<file path="src/hdl/line_seq_defines.vh">
// constants for the line bypass contactor sequencer
// assumes a 25 MHz control clock and a 32-bit classic wishbone register port
`ifndef LINE_SEQ_DEFINES_VH
`define LINE_SEQ_DEFINES_VH

// clock and timing base
`define CLK_HZ            25000000
`define TICK_MS           10
`define BASE_DELAY_MS     200
`define BASE_TICKS        (`BASE_DELAY_MS / `TICK_MS)

// register byte offsets
`define ADDR_IN_MAP       8'h00
`define ADDR_OUT_MAP      8'h04
`define ADDR_RUN_MAP      8'h08
`define ADDR_CFG          8'h0C
`define ADDR_STATUS       8'h10

// input terminal function codes
`define FC_SW_50HZ        8'h28
`define FC_SW_60HZ        8'h29
`define FC_RUN_FWD        8'h62
`define FC_RUN_REV        8'h63

// output terminal function codes
`define FC_LINE_MC        8'h0B
`define FC_OUT_MC         8'h0C
`define FC_IN_MC          8'h0D
`define FC_NONE           8'hFF

// reset values
`define RST_IN_MAP        32'hFFFFFFFF
`define RST_OUT_MAP       32'h00FFFFFF
`define RST_RUN_MAP       32'h00006362
`define RST_CFG           32'h00000000

// configuration field positions
`define CFG_WAIT_MSB      15
`define CFG_POLICY_BIT    16

`endif

</file>
<file path="src/hdl/seq_delay_timer.v">
// one-shot delay timer counting 10 ms ticks from a divided clock enable
// assumes start is a one-cycle pulse; a new start restarts the delay cleanly
`timescale 1ns/1ps
module seq_delay_timer #(
  parameter TICK_CYC = 250000,
  parameter CNT_W    = 17
) (
  // clock and reset
  input  wire             ref_clk,
  input  wire             rst_n,
  // control
  input  wire             start,
  input  wire [CNT_W-1:0] ticks,
  // status
  output reg              done
);

  reg [31:0]      div_reg;
  reg [CNT_W-1:0] cnt_reg;
  reg             busy_reg;

  ////////////////////////////////////////////////////////////////////////////
  // divider is cleared on start so the first tick is a full 10 ms away
  always @(posedge ref_clk or negedge rst_n) begin
    if (!rst_n) begin
      div_reg  <= 32'h00000000;
      cnt_reg  <= {CNT_W{1'b0}};
      busy_reg <= 1'b0;
      done     <= 1'b0;
    end else if (start) begin
      div_reg  <= 32'h00000000;
      cnt_reg  <= ticks;
      busy_reg <= 1'b1;
      done     <= 1'b0;
    end else if (busy_reg) begin
      if (div_reg == TICK_CYC - 1) begin
        div_reg <= 32'h00000000;
        if (cnt_reg <= {{(CNT_W-1){1'b0}}, 1'b1}) begin
          busy_reg <= 1'b0;
          done     <= 1'b1;
        end else begin
          cnt_reg <= cnt_reg - {{(CNT_W-1){1'b0}}, 1'b1};
        end
      end else begin
        div_reg <= div_reg + 32'h00000001;
      end
    end
  end

endmodule

</file>
<file path="src/hdl/line_bypass_contactor_sequencer.v">
// switches the motor between mains line and inverter output by contactor sequence
// assumes synchronous terminal inputs and a classic wishbone master on ref_clk
//
// Overview of operation
// - sequence runs only with a switch input plus line and output contactor outputs mapped
// - input code 40 selects 50 Hz switch, 41 selects 60 Hz restart frequency
// - switch command falling shuts the power stage off at once
// - switch command falling drops input and output contactor controls at once
// - after 0.2 s plus restart wait, line contactor closes only if run present
// - switch command rising closes the input contactor at once
// - switch command rising opens the line contactor at once
// - output contactor closes 0.2 s plus main-circuit ready after input contactor
// - 0.2 s plus restart wait later, pick up coasting motor at line frequency
// - alarm policy 0 stops on alarm, 1 forces a switch to line
// - sequence works with the input contactor unmapped and mains always present
// - code 98 is forward run; release decelerates to stop
// - code 99 is reverse run; release decelerates to stop
// - run commands come only from the two run-terminal settings
//
// The address map and register access over Wishbone were decided locally.
`timescale 1ns/1ps
`include "line_seq_defines.vh"
module line_bypass_contactor_sequencer #(
  parameter N_IN     = 4,
  parameter N_OUT    = 3,
  parameter TICK_CYC = `CLK_HZ / 1000 * `TICK_MS
) (
  // clock and reset
  input  wire             ref_clk,
  input  wire             rst_n,
  // classic wishbone slave
  input  wire             wb_cyc_i,
  input  wire             wb_stb_i,
  input  wire             wb_we_i,
  input  wire [7:0]       wb_adr_i,
  input  wire [3:0]       wb_sel_i,
  input  wire [31:0]      wb_dat_i,
  output reg  [31:0]      wb_dat_o,
  output reg              wb_ack_o,
  // terminals and drive status
  input  wire [N_IN-1:0]  x_in,
  input  wire             run_term_a,
  input  wire             run_term_b,
  input  wire             alarm_in,
  input  wire             main_ready,
  // contactor output terminals
  output reg  [N_OUT-1:0] y_out,
  // drive control
  output reg              power_stage_en,
  output reg              run_forward_cmd,
  output reg              run_reverse_cmd,
  output reg              pickup_start,
  output reg              line_freq_60hz
);

  localparam ST_LINE  = 3'h0;
  localparam ST_LWAIT = 3'h1;
  localparam ST_READY = 3'h2;
  localparam ST_CONN  = 3'h3;
  localparam ST_INV   = 3'h4;

  // software registers
  reg [31:0] in_map_reg;
  reg [31:0] out_map_reg;
  reg [31:0] run_map_reg;
  reg [31:0] cfg_reg;
  // sequencer state
  reg [2:0]  state_reg;
  reg [2:0]  state_next;
  reg        sw_prev_reg;
  reg        line_mc_reg;
  reg        in_mc_reg;
  reg        out_mc_reg;
  reg        line_mc_next;
  reg        in_mc_next;
  reg        out_mc_next;
  reg        tmr_start;
  reg [16:0] tmr_ticks;
  reg        pickup_next;
  wire       tmr_done;

  ////////////////////////////////////////////////////////////////////////////
  // terminal decoding

  wire [N_IN-1:0]  is_sw50;
  wire [N_IN-1:0]  is_sw60;
  wire [N_OUT-1:0] is_line;
  wire [N_OUT-1:0] is_out;
  wire [N_OUT-1:0] y_next;

  genvar gi;
  // per input terminal: only the switch codes matter here, run codes are ignored
  generate
    for (gi = 0; gi < N_IN; gi = gi + 1) begin : g_in
      assign is_sw50[gi] = (in_map_reg[gi*8 +: 8] == `FC_SW_50HZ);
      assign is_sw60[gi] = (in_map_reg[gi*8 +: 8] == `FC_SW_60HZ);
    end
  endgenerate

  // per output terminal: route the matching contactor control
  generate
    for (gi = 0; gi < N_OUT; gi = gi + 1) begin : g_out
      assign is_line[gi] = (out_map_reg[gi*8 +: 8] == `FC_LINE_MC);
      assign is_out[gi]  = (out_map_reg[gi*8 +: 8] == `FC_OUT_MC);
      assign y_next[gi]  = (is_line[gi] & line_mc_reg) | (is_out[gi] & out_mc_reg) |
                           ((out_map_reg[gi*8 +: 8] == `FC_IN_MC) & in_mc_reg);
    end
  endgenerate

  // sequence enable needs a switch input and both line and output contactors
  wire sw_mapped = |(is_sw50 | is_sw60);
  wire seq_en    = sw_mapped & (|is_line) & (|is_out);
  // both codes mapped is undefined; the OR simply treats either as the switch
  wire sw_raw    = |((is_sw50 | is_sw60) & x_in);
  wire policy    = cfg_reg[`CFG_POLICY_BIT];
  // policy 1 turns an alarm into a forced switch to line operation
  wire sw_eff    = seq_en & sw_raw & ~(alarm_in & policy);
  wire sw_rise   = sw_eff & ~sw_prev_reg;
  wire sw_fall   = ~sw_eff & sw_prev_reg;

  // run commands come only from the two dedicated run terminals
  wire fwd_raw = ((run_map_reg[7:0] == `FC_RUN_FWD) & run_term_a) |
                 ((run_map_reg[15:8] == `FC_RUN_FWD) & run_term_b);
  wire rev_raw = ((run_map_reg[7:0] == `FC_RUN_REV) & run_term_a) |
                 ((run_map_reg[15:8] == `FC_RUN_REV) & run_term_b);
  // both directions at once is taken as no run, so the motor decelerates
  wire fwd_ok  = fwd_raw & ~rev_raw;
  wire rev_ok  = rev_raw & ~fwd_raw;
  wire run_any = fwd_ok | rev_ok;

  // timing counts are 32-bit integers in the header; keep only the timer width
  wire [31:0] base_full  = `BASE_TICKS;
  wire [16:0] base_ticks = base_full[16:0];
  wire [16:0] t1_ticks   = base_ticks + {1'b0, cfg_reg[`CFG_WAIT_MSB:0]};

  ////////////////////////////////////////////////////////////////////////////
  // delay timer shared by t1, t2 and t3; only one is ever pending

  seq_delay_timer #(
    .TICK_CYC (TICK_CYC),
    .CNT_W    (17)
  ) u_timer (
    .ref_clk (ref_clk),
    .rst_n   (rst_n),
    .start   (tmr_start),
    .ticks   (tmr_ticks),
    .done    (tmr_done)
  );

  ////////////////////////////////////////////////////////////////////////////
  // sequencer next state

  always @* begin
    state_next   = state_reg;
    line_mc_next = line_mc_reg;
    in_mc_next   = in_mc_reg;
    out_mc_next  = out_mc_reg;
    tmr_start    = 1'b0;
    tmr_ticks    = t1_ticks;
    pickup_next  = 1'b0;
    if (!seq_en) begin
      // plain inverter drive: no contactors handled
      state_next   = ST_LINE;
      line_mc_next = 1'b0;
      in_mc_next   = 1'b0;
      out_mc_next  = 1'b0;
    end else if (sw_fall && state_reg != ST_LINE && state_reg != ST_LWAIT) begin
      // inverter side drops at once, line waits for t1
      in_mc_next   = 1'b0;
      out_mc_next  = 1'b0;
      tmr_start    = 1'b1;
      tmr_ticks    = t1_ticks;
      state_next   = ST_LWAIT;
    end else if (sw_rise && (state_reg == ST_LINE || state_reg == ST_LWAIT)) begin
      in_mc_next   = 1'b1;
      line_mc_next = 1'b0;
      tmr_start    = 1'b1;
      tmr_ticks    = base_ticks;
      state_next   = ST_READY;
    end else begin
      case (state_reg)
        ST_LINE: begin
          line_mc_next = run_any;
          in_mc_next   = 1'b0;
          out_mc_next  = 1'b0;
        end
        ST_LWAIT: begin
          // line closes only if a run command is there when t1 ends
          if (tmr_done) begin
            line_mc_next = run_any;
            state_next   = ST_LINE;
          end
        end
        ST_READY: begin
          // t2 ends once the 0.2 s base has run out and the main circuit is ready
          if (tmr_done && main_ready) begin
            out_mc_next = 1'b1;
            tmr_start   = 1'b1;
            tmr_ticks   = t1_ticks;
            state_next  = ST_CONN;
          end
        end
        ST_CONN: begin
          if (tmr_done) begin
            pickup_next = 1'b1;
            state_next  = ST_INV;
          end
        end
        ST_INV: begin
          line_mc_next = 1'b0;
          in_mc_next   = 1'b1;
          out_mc_next  = 1'b1;
        end
        default: begin
          state_next   = ST_LINE;
          line_mc_next = 1'b0;
          in_mc_next   = 1'b0;
          out_mc_next  = 1'b0;
        end
      endcase
    end
  end

  ////////////////////////////////////////////////////////////////////////////
  // sequencer registers and drive outputs

  // power stage is gated by the current state and by sw_fall, so a falling switch kills it
  // in the same cycle the state leaves inverter operation
  wire inv_drive = ~seq_en | (state_reg == ST_INV);

  always @(posedge ref_clk or negedge rst_n) begin
    if (!rst_n) begin
      state_reg       <= ST_LINE;
      sw_prev_reg     <= 1'b0;
      line_mc_reg     <= 1'b0;
      in_mc_reg       <= 1'b0;
      out_mc_reg      <= 1'b0;
      y_out           <= {N_OUT{1'b0}};
      power_stage_en  <= 1'b0;
      run_forward_cmd <= 1'b0;
      run_reverse_cmd <= 1'b0;
      pickup_start    <= 1'b0;
      line_freq_60hz  <= 1'b0;
    end else begin
      state_reg       <= state_next;
      sw_prev_reg     <= sw_eff;
      line_mc_reg     <= line_mc_next;
      in_mc_reg       <= in_mc_next;
      out_mc_reg      <= out_mc_next;
      y_out           <= y_next;
      // policy 0 keeps inverter operation but stops on alarm
      power_stage_en  <= inv_drive & ~sw_fall & run_any & ~alarm_in;
      run_forward_cmd <= inv_drive & ~sw_fall & fwd_ok & ~alarm_in;
      run_reverse_cmd <= inv_drive & ~sw_fall & rev_ok & ~alarm_in;
      pickup_start    <= pickup_next;
      if (sw_rise) begin
        line_freq_60hz <= ~(|(is_sw50 & x_in));
      end
    end
  end

  ////////////////////////////////////////////////////////////////////////////
  // wishbone slave: one wait state, unmapped reads zero, writes dropped

  wire wr_hit = wb_cyc_i & wb_stb_i & ~wb_ack_o & wb_we_i;

  // merge enabled byte lanes into a register value
  function [31:0] merge;
    input [31:0] old;
    input [31:0] dat;
    input [3:0]  sel;
    integer      b;
    begin
      merge = old;
      for (b = 0; b < 4; b = b + 1) begin
        if (sel[b]) begin
          merge[b*8 +: 8] = dat[b*8 +: 8];
        end
      end
    end
  endfunction

  always @(posedge ref_clk or negedge rst_n) begin
    if (!rst_n) begin
      in_map_reg  <= `RST_IN_MAP;
      out_map_reg <= `RST_OUT_MAP;
      run_map_reg <= `RST_RUN_MAP;
      cfg_reg     <= `RST_CFG;
      wb_ack_o    <= 1'b0;
      wb_dat_o    <= 32'h00000000;
    end else begin
      wb_ack_o <= wb_cyc_i & wb_stb_i & ~wb_ack_o;
      wb_dat_o <= 32'h00000000;
      if (wb_cyc_i && wb_stb_i && !wb_ack_o && !wb_we_i) begin
        case (wb_adr_i)
          `ADDR_IN_MAP:  wb_dat_o <= in_map_reg;
          `ADDR_OUT_MAP: wb_dat_o <= {8'h00, out_map_reg[23:0]};
          `ADDR_RUN_MAP: wb_dat_o <= {16'h0000, run_map_reg[15:0]};
          `ADDR_CFG:     wb_dat_o <= {15'h0000, cfg_reg[16:0]};
          `ADDR_STATUS:  wb_dat_o <= {20'h00000, line_freq_60hz, seq_en, power_stage_en,
                                      out_mc_reg, in_mc_reg, line_mc_reg, 3'h0, state_reg};
          default:       wb_dat_o <= 32'h00000000;
        endcase
      end
      if (wr_hit) begin
        case (wb_adr_i)
          `ADDR_IN_MAP:  in_map_reg  <= merge(in_map_reg, wb_dat_i, wb_sel_i);
          `ADDR_OUT_MAP: out_map_reg <= merge(out_map_reg, wb_dat_i, wb_sel_i);
          `ADDR_RUN_MAP: run_map_reg <= merge(run_map_reg, wb_dat_i, wb_sel_i);
          `ADDR_CFG:     cfg_reg     <= merge(cfg_reg, wb_dat_i, wb_sel_i);
          default:       cfg_reg     <= cfg_reg;
        endcase
      end
    end
  end

endmodule

</file>
<file path="config.mk">
export PLATFORM = sky130hd
export DESIGN_NAME = line_bypass_contactor_sequencer
export DESIGN_NICKNAME = d
export VERILOG_FILES = /design/src/hdl/seq_delay_timer.v /design/src/hdl/line_bypass_contactor_sequencer.v
export VERILOG_INCLUDE_DIRS = /design/src /design/src/hdl
export SDC_FILE = /design/constraint.sdc
export NUM_CORES = 1
export LEC_CHECK = 0
export ABC_AREA = 1
export BUFFER_PORTS_ARGS = -buffer_cell sky130_fd_sc_hd__buf_2
export CORE_MARGIN = 1
export CORE_UTILIZATION = 60
export CTS_CLUSTER_SIZE = 28
export DETAILED_ROUTE_END_ITERATION = 6
export PLACE_DENSITY = 0.87
export SLEW_MARGIN = 20
export SYNTH_ARGS = -nofsm -noshare
export SYNTH_HDL_FRONTEND = slang
export SYNTH_HIERARCHICAL = 1
export SYNTH_SLANG_ARGS = --single-unit
</file>
<file path="constraint.sdc">
create_clock -name ref_clk -period 8.4 [get_ports ref_clk]
set_clock_uncertainty 0.1 [all_clocks]
set_input_delay 0.84 -clock ref_clk [delete_from_list [all_inputs] [get_ports ref_clk]]
set_output_delay 0.84 -clock ref_clk [all_outputs]
set_load 0.02 [all_outputs]
</file>
## Yosys cells after proc, flatten, opt, wreduce, memory -nomap -nowiden

Cells that the tools add are included.

| operators by class | value |
|---|---|
| magnitude comparators | 1 |
| bitwise gates (word level) | 55 |
| equal/unequal tests | 43 |
| add/sub/neg operators | 3 |
| mux-type cells | 51 |
| reduce and logical (&&, ||, !) cells | 42 |

Operators with widths:

| operator | count |
|---|---|
| $pmux 32 s5 | 1 |
| $mux 32 | 4 |
| $mux 17 | 7 |
| $eq 8x4->1 const B | 11 |
| $eq 8x6->1 const B | 8 |
| $reduce_and 3->1 | 16 |
| $add 32x1->32 const B | 1 |
| $and 1x1->1 | 32 |
| $eq 32x18->1 const B | 1 |
| $eq 8x7->1 const B | 4 |
| $mux 1 | 29 |
| $mux 3 | 6 |
| $add 5x16->17 const A | 1 |
| $le 17x1->1 const B | 1 |
| $sub 17x1->17 const B | 1 |
| $ne 4x2->1 const B | 3 |
| $pmux 3 s4 | 1 |
| $reduce_or 4->1 | 3 |
| $not 1->1 | 10 |
| $or 1x1->1 | 10 |
| $reduce_or 3->1 | 3 |
| $and 4x4->4 | 2 |
| $eq 8x3->1 const B | 1 |
| $eq 8x5->1 const B | 1 |
| 23 further kinds | 38 |

| word-level totals | value |
|---|---|
| flip-flop bits (word level) | 188 |

## Logic depth before layout (Yosys ltp)

| logic depth | value |
|---|---|
| word-level depth | 15 |
| mapped depth | 23 |
| gate-level depth less buffers | 23 |

## By module

The synthesis kept the hierarchy.

By module, submodules not included:

| module | instances | cells an instance | area an instance (µm²) | sequential area each (µm²) |
|---|---|---|---|---|
| line_bypass_contactor_sequencer | 1 | 788 | 6,643.9 | 3,507.1 |
| seq_delay_timer | 1 | 568 | 3,508.4 | 1,276.2 |

## Least setup slack after synthesis

OpenSTA, ideal clock, no wires.

| path | value |
|---|---|
| path type | input -> register |
| from | in x_in[1] |
| to | reg u_timer.div_reg[8] |
| data arrival time | 2.578 ns |
| stages on the path | 14 |
| buffers on the path | 1 |
| setup time | 0.077 ns |
| path slack | 5.645 ns |
| cell sequence | nand3_1 nand2_1 o21ai_2 nor2_8 nand3_4 nand2_1 o21ai_0 inv_1 inv_2 nand2_1 inv_1 clkbuf_1 o21ai_0 a21oi_1 |

| between the ends | value |
|---|---|
| word-level cells in the longest chain between the ends | 11 |
| elaborated cells between the ends (all ways) | 15 |
| classes of those cells | mux: 4; bitwise: 6; reduce/logical: 5 |

Ends and longest elaborated chain:

| element | RTL line | RTL |
|---|---|---|
| start: declaration | line_bypass_contactor_sequencer.v:41 | `input wire [N_IN-1:0] x_in,` |
| $and 4x4->4 * | line_bypass_contactor_sequencer.v:114 | `wire sw_raw = \|((is_sw50 \| is_sw60) & x_in);` |
| $reduce_or 4->1 * | line_bypass_contactor_sequencer.v:114 |  |
| $and 1x1->1 * (2 in a row) | line_bypass_contactor_sequencer.v:117 | `wire sw_eff = seq_en & sw_raw & ~(alarm_in & policy);` |
| named net sw_eff | line_bypass_contactor_sequencer.v:117 |  |
| $not 1->1 | line_bypass_contactor_sequencer.v:119 | `wire sw_fall = ~sw_eff & sw_prev_reg;` |
| $and 1x1->1 | line_bypass_contactor_sequencer.v:119 |  |
| $logic_and 1x1->1 (2 in a row) | line_bypass_contactor_sequencer.v:167 | `end else if (sw_fall && state_reg != ST_LINE && state_reg != ST_LWAIT) begin` |
| $mux 1 * | line_bypass_contactor_sequencer.v:167 |  |
| $mux 1 * | line_bypass_contactor_sequencer.v:161 | `if (!seq_en) begin` |
| named net tmr_start | line_bypass_contactor_sequencer.v:77 | `reg tmr_start;` |
| $mux 32 / $reduce_bool 2->1 (equally long branches) | -- |  |
| end signal: assignment | seq_delay_timer.v:45 | `div_reg <= div_reg + 32'h00000001;` |
| end: declaration | seq_delay_timer.v:18 | `reg [31:0] div_reg;` |

The timed path passes the listed nets; every way through them passes the cells marked *.
A chain may end at the register's enable or synchronous reset.

## Final worst setup path

| path | value |
|---|---|
| from | reg in_map_reg[5] |
| to | reg u_timer.div_reg[14] |

| between the ends | value |
|---|---|
| word-level cells in the longest chain between the ends | 14 |
| elaborated cells between the ends (all ways) | 21 |
| classes of those cells | eq/ne: 2; mux: 4; bitwise: 9; reduce/logical: 6 |

Ends and longest elaborated chain:

| element | RTL line | RTL |
|---|---|---|
| start: declaration | line_bypass_contactor_sequencer.v:63 | `reg [31:0] in_map_reg;` |
| start signal: assignment | line_bypass_contactor_sequencer.v:285 | `` in_map_reg <= `RST_IN_MAP; `` |
| start signal: assignment | line_bypass_contactor_sequencer.v:307 | `` `ADDR_IN_MAP: in_map_reg <= merge(in_map_reg, wb_dat_i, wb_sel_i); `` |
| $eq 8x6->1 (no line) | -- |  |
| $or 4x4->4 * | line_bypass_contactor_sequencer.v:111, line_bypass_contactor_sequencer.v:114 |  |
| $reduce_or 4->1 | line_bypass_contactor_sequencer.v:111 | `wire sw_mapped = \|(is_sw50 \| is_sw60);` |
| $and 1x1->1 (2 in a row) | line_bypass_contactor_sequencer.v:112 | `wire seq_en = sw_mapped & (\|is_line) & (\|is_out);` |
| $and 1x1->1 * (2 in a row) | line_bypass_contactor_sequencer.v:117 |  |
| named net sw_eff | line_bypass_contactor_sequencer.v:117 |  |
| $not 1->1 | line_bypass_contactor_sequencer.v:119 |  |
| $and 1x1->1 | line_bypass_contactor_sequencer.v:119 |  |
| $logic_and 1x1->1 (2 in a row) | line_bypass_contactor_sequencer.v:167 |  |
| $mux 1 * | line_bypass_contactor_sequencer.v:167 |  |
| $mux 1 * | line_bypass_contactor_sequencer.v:161 |  |
| named net tmr_start | line_bypass_contactor_sequencer.v:77 |  |
| $mux 32 / $reduce_bool 2->1 (equally long branches) | -- |  |

Marks and branches as above.

==> summary.md <==
| Metric | Value |
|---|---|
| DR vias | 9425 |
| Switching power | 0.442 mW |
| DR vias/cell | 5.63 |
| CP required | 8.67 ns |
| Combinational fraction of design power | 3.0% |
| Chip height | 132 um |
| Largest net degree at the start of global routing | 126 |
| # port buffers | 97 |
| Post-route minimum period | 4.59 ns |
| CTS sink cnt | 188 |
| Routed Antenna Nets | 0 |
| CTS max path bufs | 2 |
| Gpl congestion | 0.916 |
| VDD IR-drop max | 0.151 mV |
| Sum of negative setup slack | 0 ns |
| FF-to-FF setup slack | 3.81 ns |
| Post-synth EDFFs | 0 |
| Netlist cell types | 52 |
| DP Area | 0.0108 sq mm |
| Crit path to | u_timer/div_reg[14] |
| Most common cell after layout, fill and taps aside | nand2_1 |
| Starting DRT DRC Count | 1134 |
| Pwr per Cell Area | 156 mW/mm^2 |
| Yosys warnings | 6 |
| # rows | 47 |
| Clk_lat worst skew | 0.44 ns |
| R2r startpoint | in_map_reg[5] |
| Clock Tree Root | clkbuf_16 |
| Layout Nets | 1503 |
| Worst Path Arrival | 4.85 ns |
| Crit share post-route | 54.6% |
| Initial antenna violation count | 0 |
| Critical path startpoint | in_map_reg[5] |
| RSZ-0062 raised after global routing | no |
| Crit path kind | flip-flop to flip-flop |
| Final hold violation count | 0 |
| Most frequent cells in the layout | 443 x nand2_1, 165 x inv_1, 156 x nor2_1, 125 x dfrtp_1, 96 x buf_2 |
| Setup bufs post-CTS | 0 |
| Reg clk slew, reported paths | 0.08 ns |
| Crit end category | flip-flop |
| Cells after Synth | 1356 |
| # setup viols final | 0 |
| H-tree level count | 4 |
| Die ar. | 0.0174 sq mm |
| Worst-Margin Slew | 1.05 ns |
| Syn avg cell area | 7.49 sq um |
| DR WL/cell | 15.6 um |
| Final Max Slew Viols | 0 |
| Int Pwr | 1.33 mW |
| # hold bufs at CTS | 0 |
| Reg2reg end | u_timer/div_reg[14] |
| Die Wd | 132 um |
| Rel. slew slack | 30.2% |
| Final Cell Area | 0.0113 sq mm |
| First-pass GRT wire length | 43.1 mm |
| Count of state elements after synthesis | 188 |
| Post-Synthesis Net Count | 1419 |
| Ant. Diodes | 0 |
| DRC Markers | 0 |
| Vias in the first global route | 8799 |
| Core box area | 0.0165 sq mm |
| Sw frac | 25.0% |
| Max Cap Violations | 0 |
| Mapped cell area | 0.0102 sq mm |
| Fmax | 218 MHz |
| Hpwl dp | 18.4 mm |
| # fillers | 1362 |
| Sequential fraction of the synthesis area | 47.1% |
| Synth-to-layout area growth | 11.7% |
| Clock Power Share | 45.3% |
| CTS tree | built |
| Register area | 0.00478 sq mm |
| Worst-path fanout max | 27 |
| FFs w/ async S/R, synth | 100% |
| Global Route Usage Sum | 31.0% |
| Min-delay worst type | input pin to async pin |
| Pre-antenna DRT Iters | 6 |
| Status | finished, final reports clean |
| Startpoint types | flip-flop |
| Grt total ovfl | 0 |
| IO Pins | 98 |
| R2R depth | 19 |
| Post-CTS sizing | 0 |
| P_leak | 5.52 nW |
| Initial core utilization | 61.4% |
| Reg power frac | 51.7% |
| CTS buffer count | 17 |
| Multi-input logic area | 0.00455 sq mm |
| Top_reg_cell synth | dfrtp_1 |
| Final WL | 26.1 mm |
| Share of cells above drive strength 1 | 16.8% |
worst min-delay path by stage:
stage	from	slack, ns	end	depth (start not counted)
2_1_floorplan	in_map_reg[2]	0.35	in_map_reg[2]	2
3_3_place_gp	in_map_reg[2]	0.36	in_map_reg[2]	2
3_5_place_dp	in_map_reg[2]	0.37	in_map_reg[2]	2
4_1_cts	in_map_reg[2]	0.38	in_map_reg[2]	2
5_1_grt	in_map_reg[2]	0.39	in_map_reg[2]	2
6_report	rst_n	0.37	u_timer/div_reg[29]	1
final cells by class:
| class | count | share of cell area, % |
|---|---|---|
| clock buffer | 19 | 3.82 |
| clock inverter | 13 | 1.30 |
| inverter | 174 | 5.76 |
| multi-input combinational | 961 | 40.1 |
| sequential | 188 | 42.2 |
| tap | 220 | 2.43 |
| timing repair buffer | 98 | 4.42 |
cell families (layout without fill, tap and decap cells):
group	after synthesis	after routing	share of synthesized area (%)
compound gates	181	181	10.3
xor+xnor	15	15	1.29
fa+ha+maj	6	6	0.739
buf+inv	207	304	8.08
flops	188	188	47.1
mux	2	2	0.222
simple gates	757	757	32.3
synthesized netlist by cell type (3+ instances only):
cell type / n / area, sq um
o21ai_1: 12 / 60.1
nor2_1: 156 / 586
o221ai_1: 3 / 26.3
a41oi_1: 3 / 26.3
nand3_1: 49 / 245
nor2_2: 8 / 50.1
a221oi_1: 8 / 70.1
xnor2_1: 4 / 35.0
o22ai_1: 10 / 62.6
a22oi_1: 7 / 52.6
nor2_4: 4 / 45.0
o21ai_0: 93 / 465
o211ai_1: 3 / 22.5
nand2_1: 443 / 1660
nand3b_1: 8 / 60.1
nand4_1: 26 / 163
nor3_1: 29 / 145
buf_4: 4 / 30.0
xor2_1: 11 / 96.3
nor3_2: 3 / 30.0
nand2_2: 8 / 50.1
a31oi_1: 7 / 43.8
buf_2: 11 / 55.1
ha_1: 6 / 75.1
nor4_1: 3 / 18.8
inv_1: 165 / 619
buf_1: 4 / 15.0
dfrtp_1: 125 / 3130
a21oi_1: 27 / 135
inv_2: 8 / 30.0
clkbuf_1: 12 / 45.0
a22o_1: 3 / 26.3
nand3_2: 6 / 60.1
dfstp_2: 63 / 1660
power by group through the flow:
stage                     sequential [mW]  combinational, mW  clock (mW)
final                               0.914             0.0522       0.802
after global placement              0.930             0.0522           0
after global routing                0.914             0.0591       0.846
after floorplan                     0.930             0.0141           0
after detailed placement            0.930             0.0528           0
after CTS                           0.914             0.0529       0.809
per-stage QoR:
step | setup WS, ns | utilization [%] | hold WS, ns | instances | power, mW
after floorplan | 5.65 | - | 0.354 | 1356 | 0.944
after global placement | 4.09 | 65.1 | 0.365 | 1641 | 0.982
after detailed placement | 3.88 | 65.1 | 0.375 | 1641 | 0.983
after CTS | 3.88 | 68.6 | 0.383 | 1673 | 1.78
after global routing | 3.32 | 68.6 | 0.392 | 1673 | 1.82
final | 3.81 | 68.6 | 0.367 | 1673 | 1.77
layer usage:
| metal | global-route usage (%) | part of all wire [%] |
|---|---|---|
| met3 | 5.38 | 8.0 |
| met1 | 42.1 | 42 |
| met2 | 49.4 | 47 |
| met5 | 0 | 0 |
| met4 | 13.1 | 3.2 |
worst max-delay path, cell delays in order (launching register included):
cell and delay (ns):
dfstp_2 0.54, inv_1 0.05, nor2_1 0.09, nand2_1 0.07, nor2_1 0.18, nor2_1 0.08
nand2_2 0.10, nand3_4 0.15, nor2_8 0.17, nand3_4 0.23, nand2_1 0.20, o21ai_0 0.10
inv_1 0.43, inv_2 0.35, nand2_1 0.49, inv_1 0.36, nor2_1 0.31, nand4_1 0.15
or2_0 0.22, a21oi_1 0.13
Power figures use the tool's default switching activity.
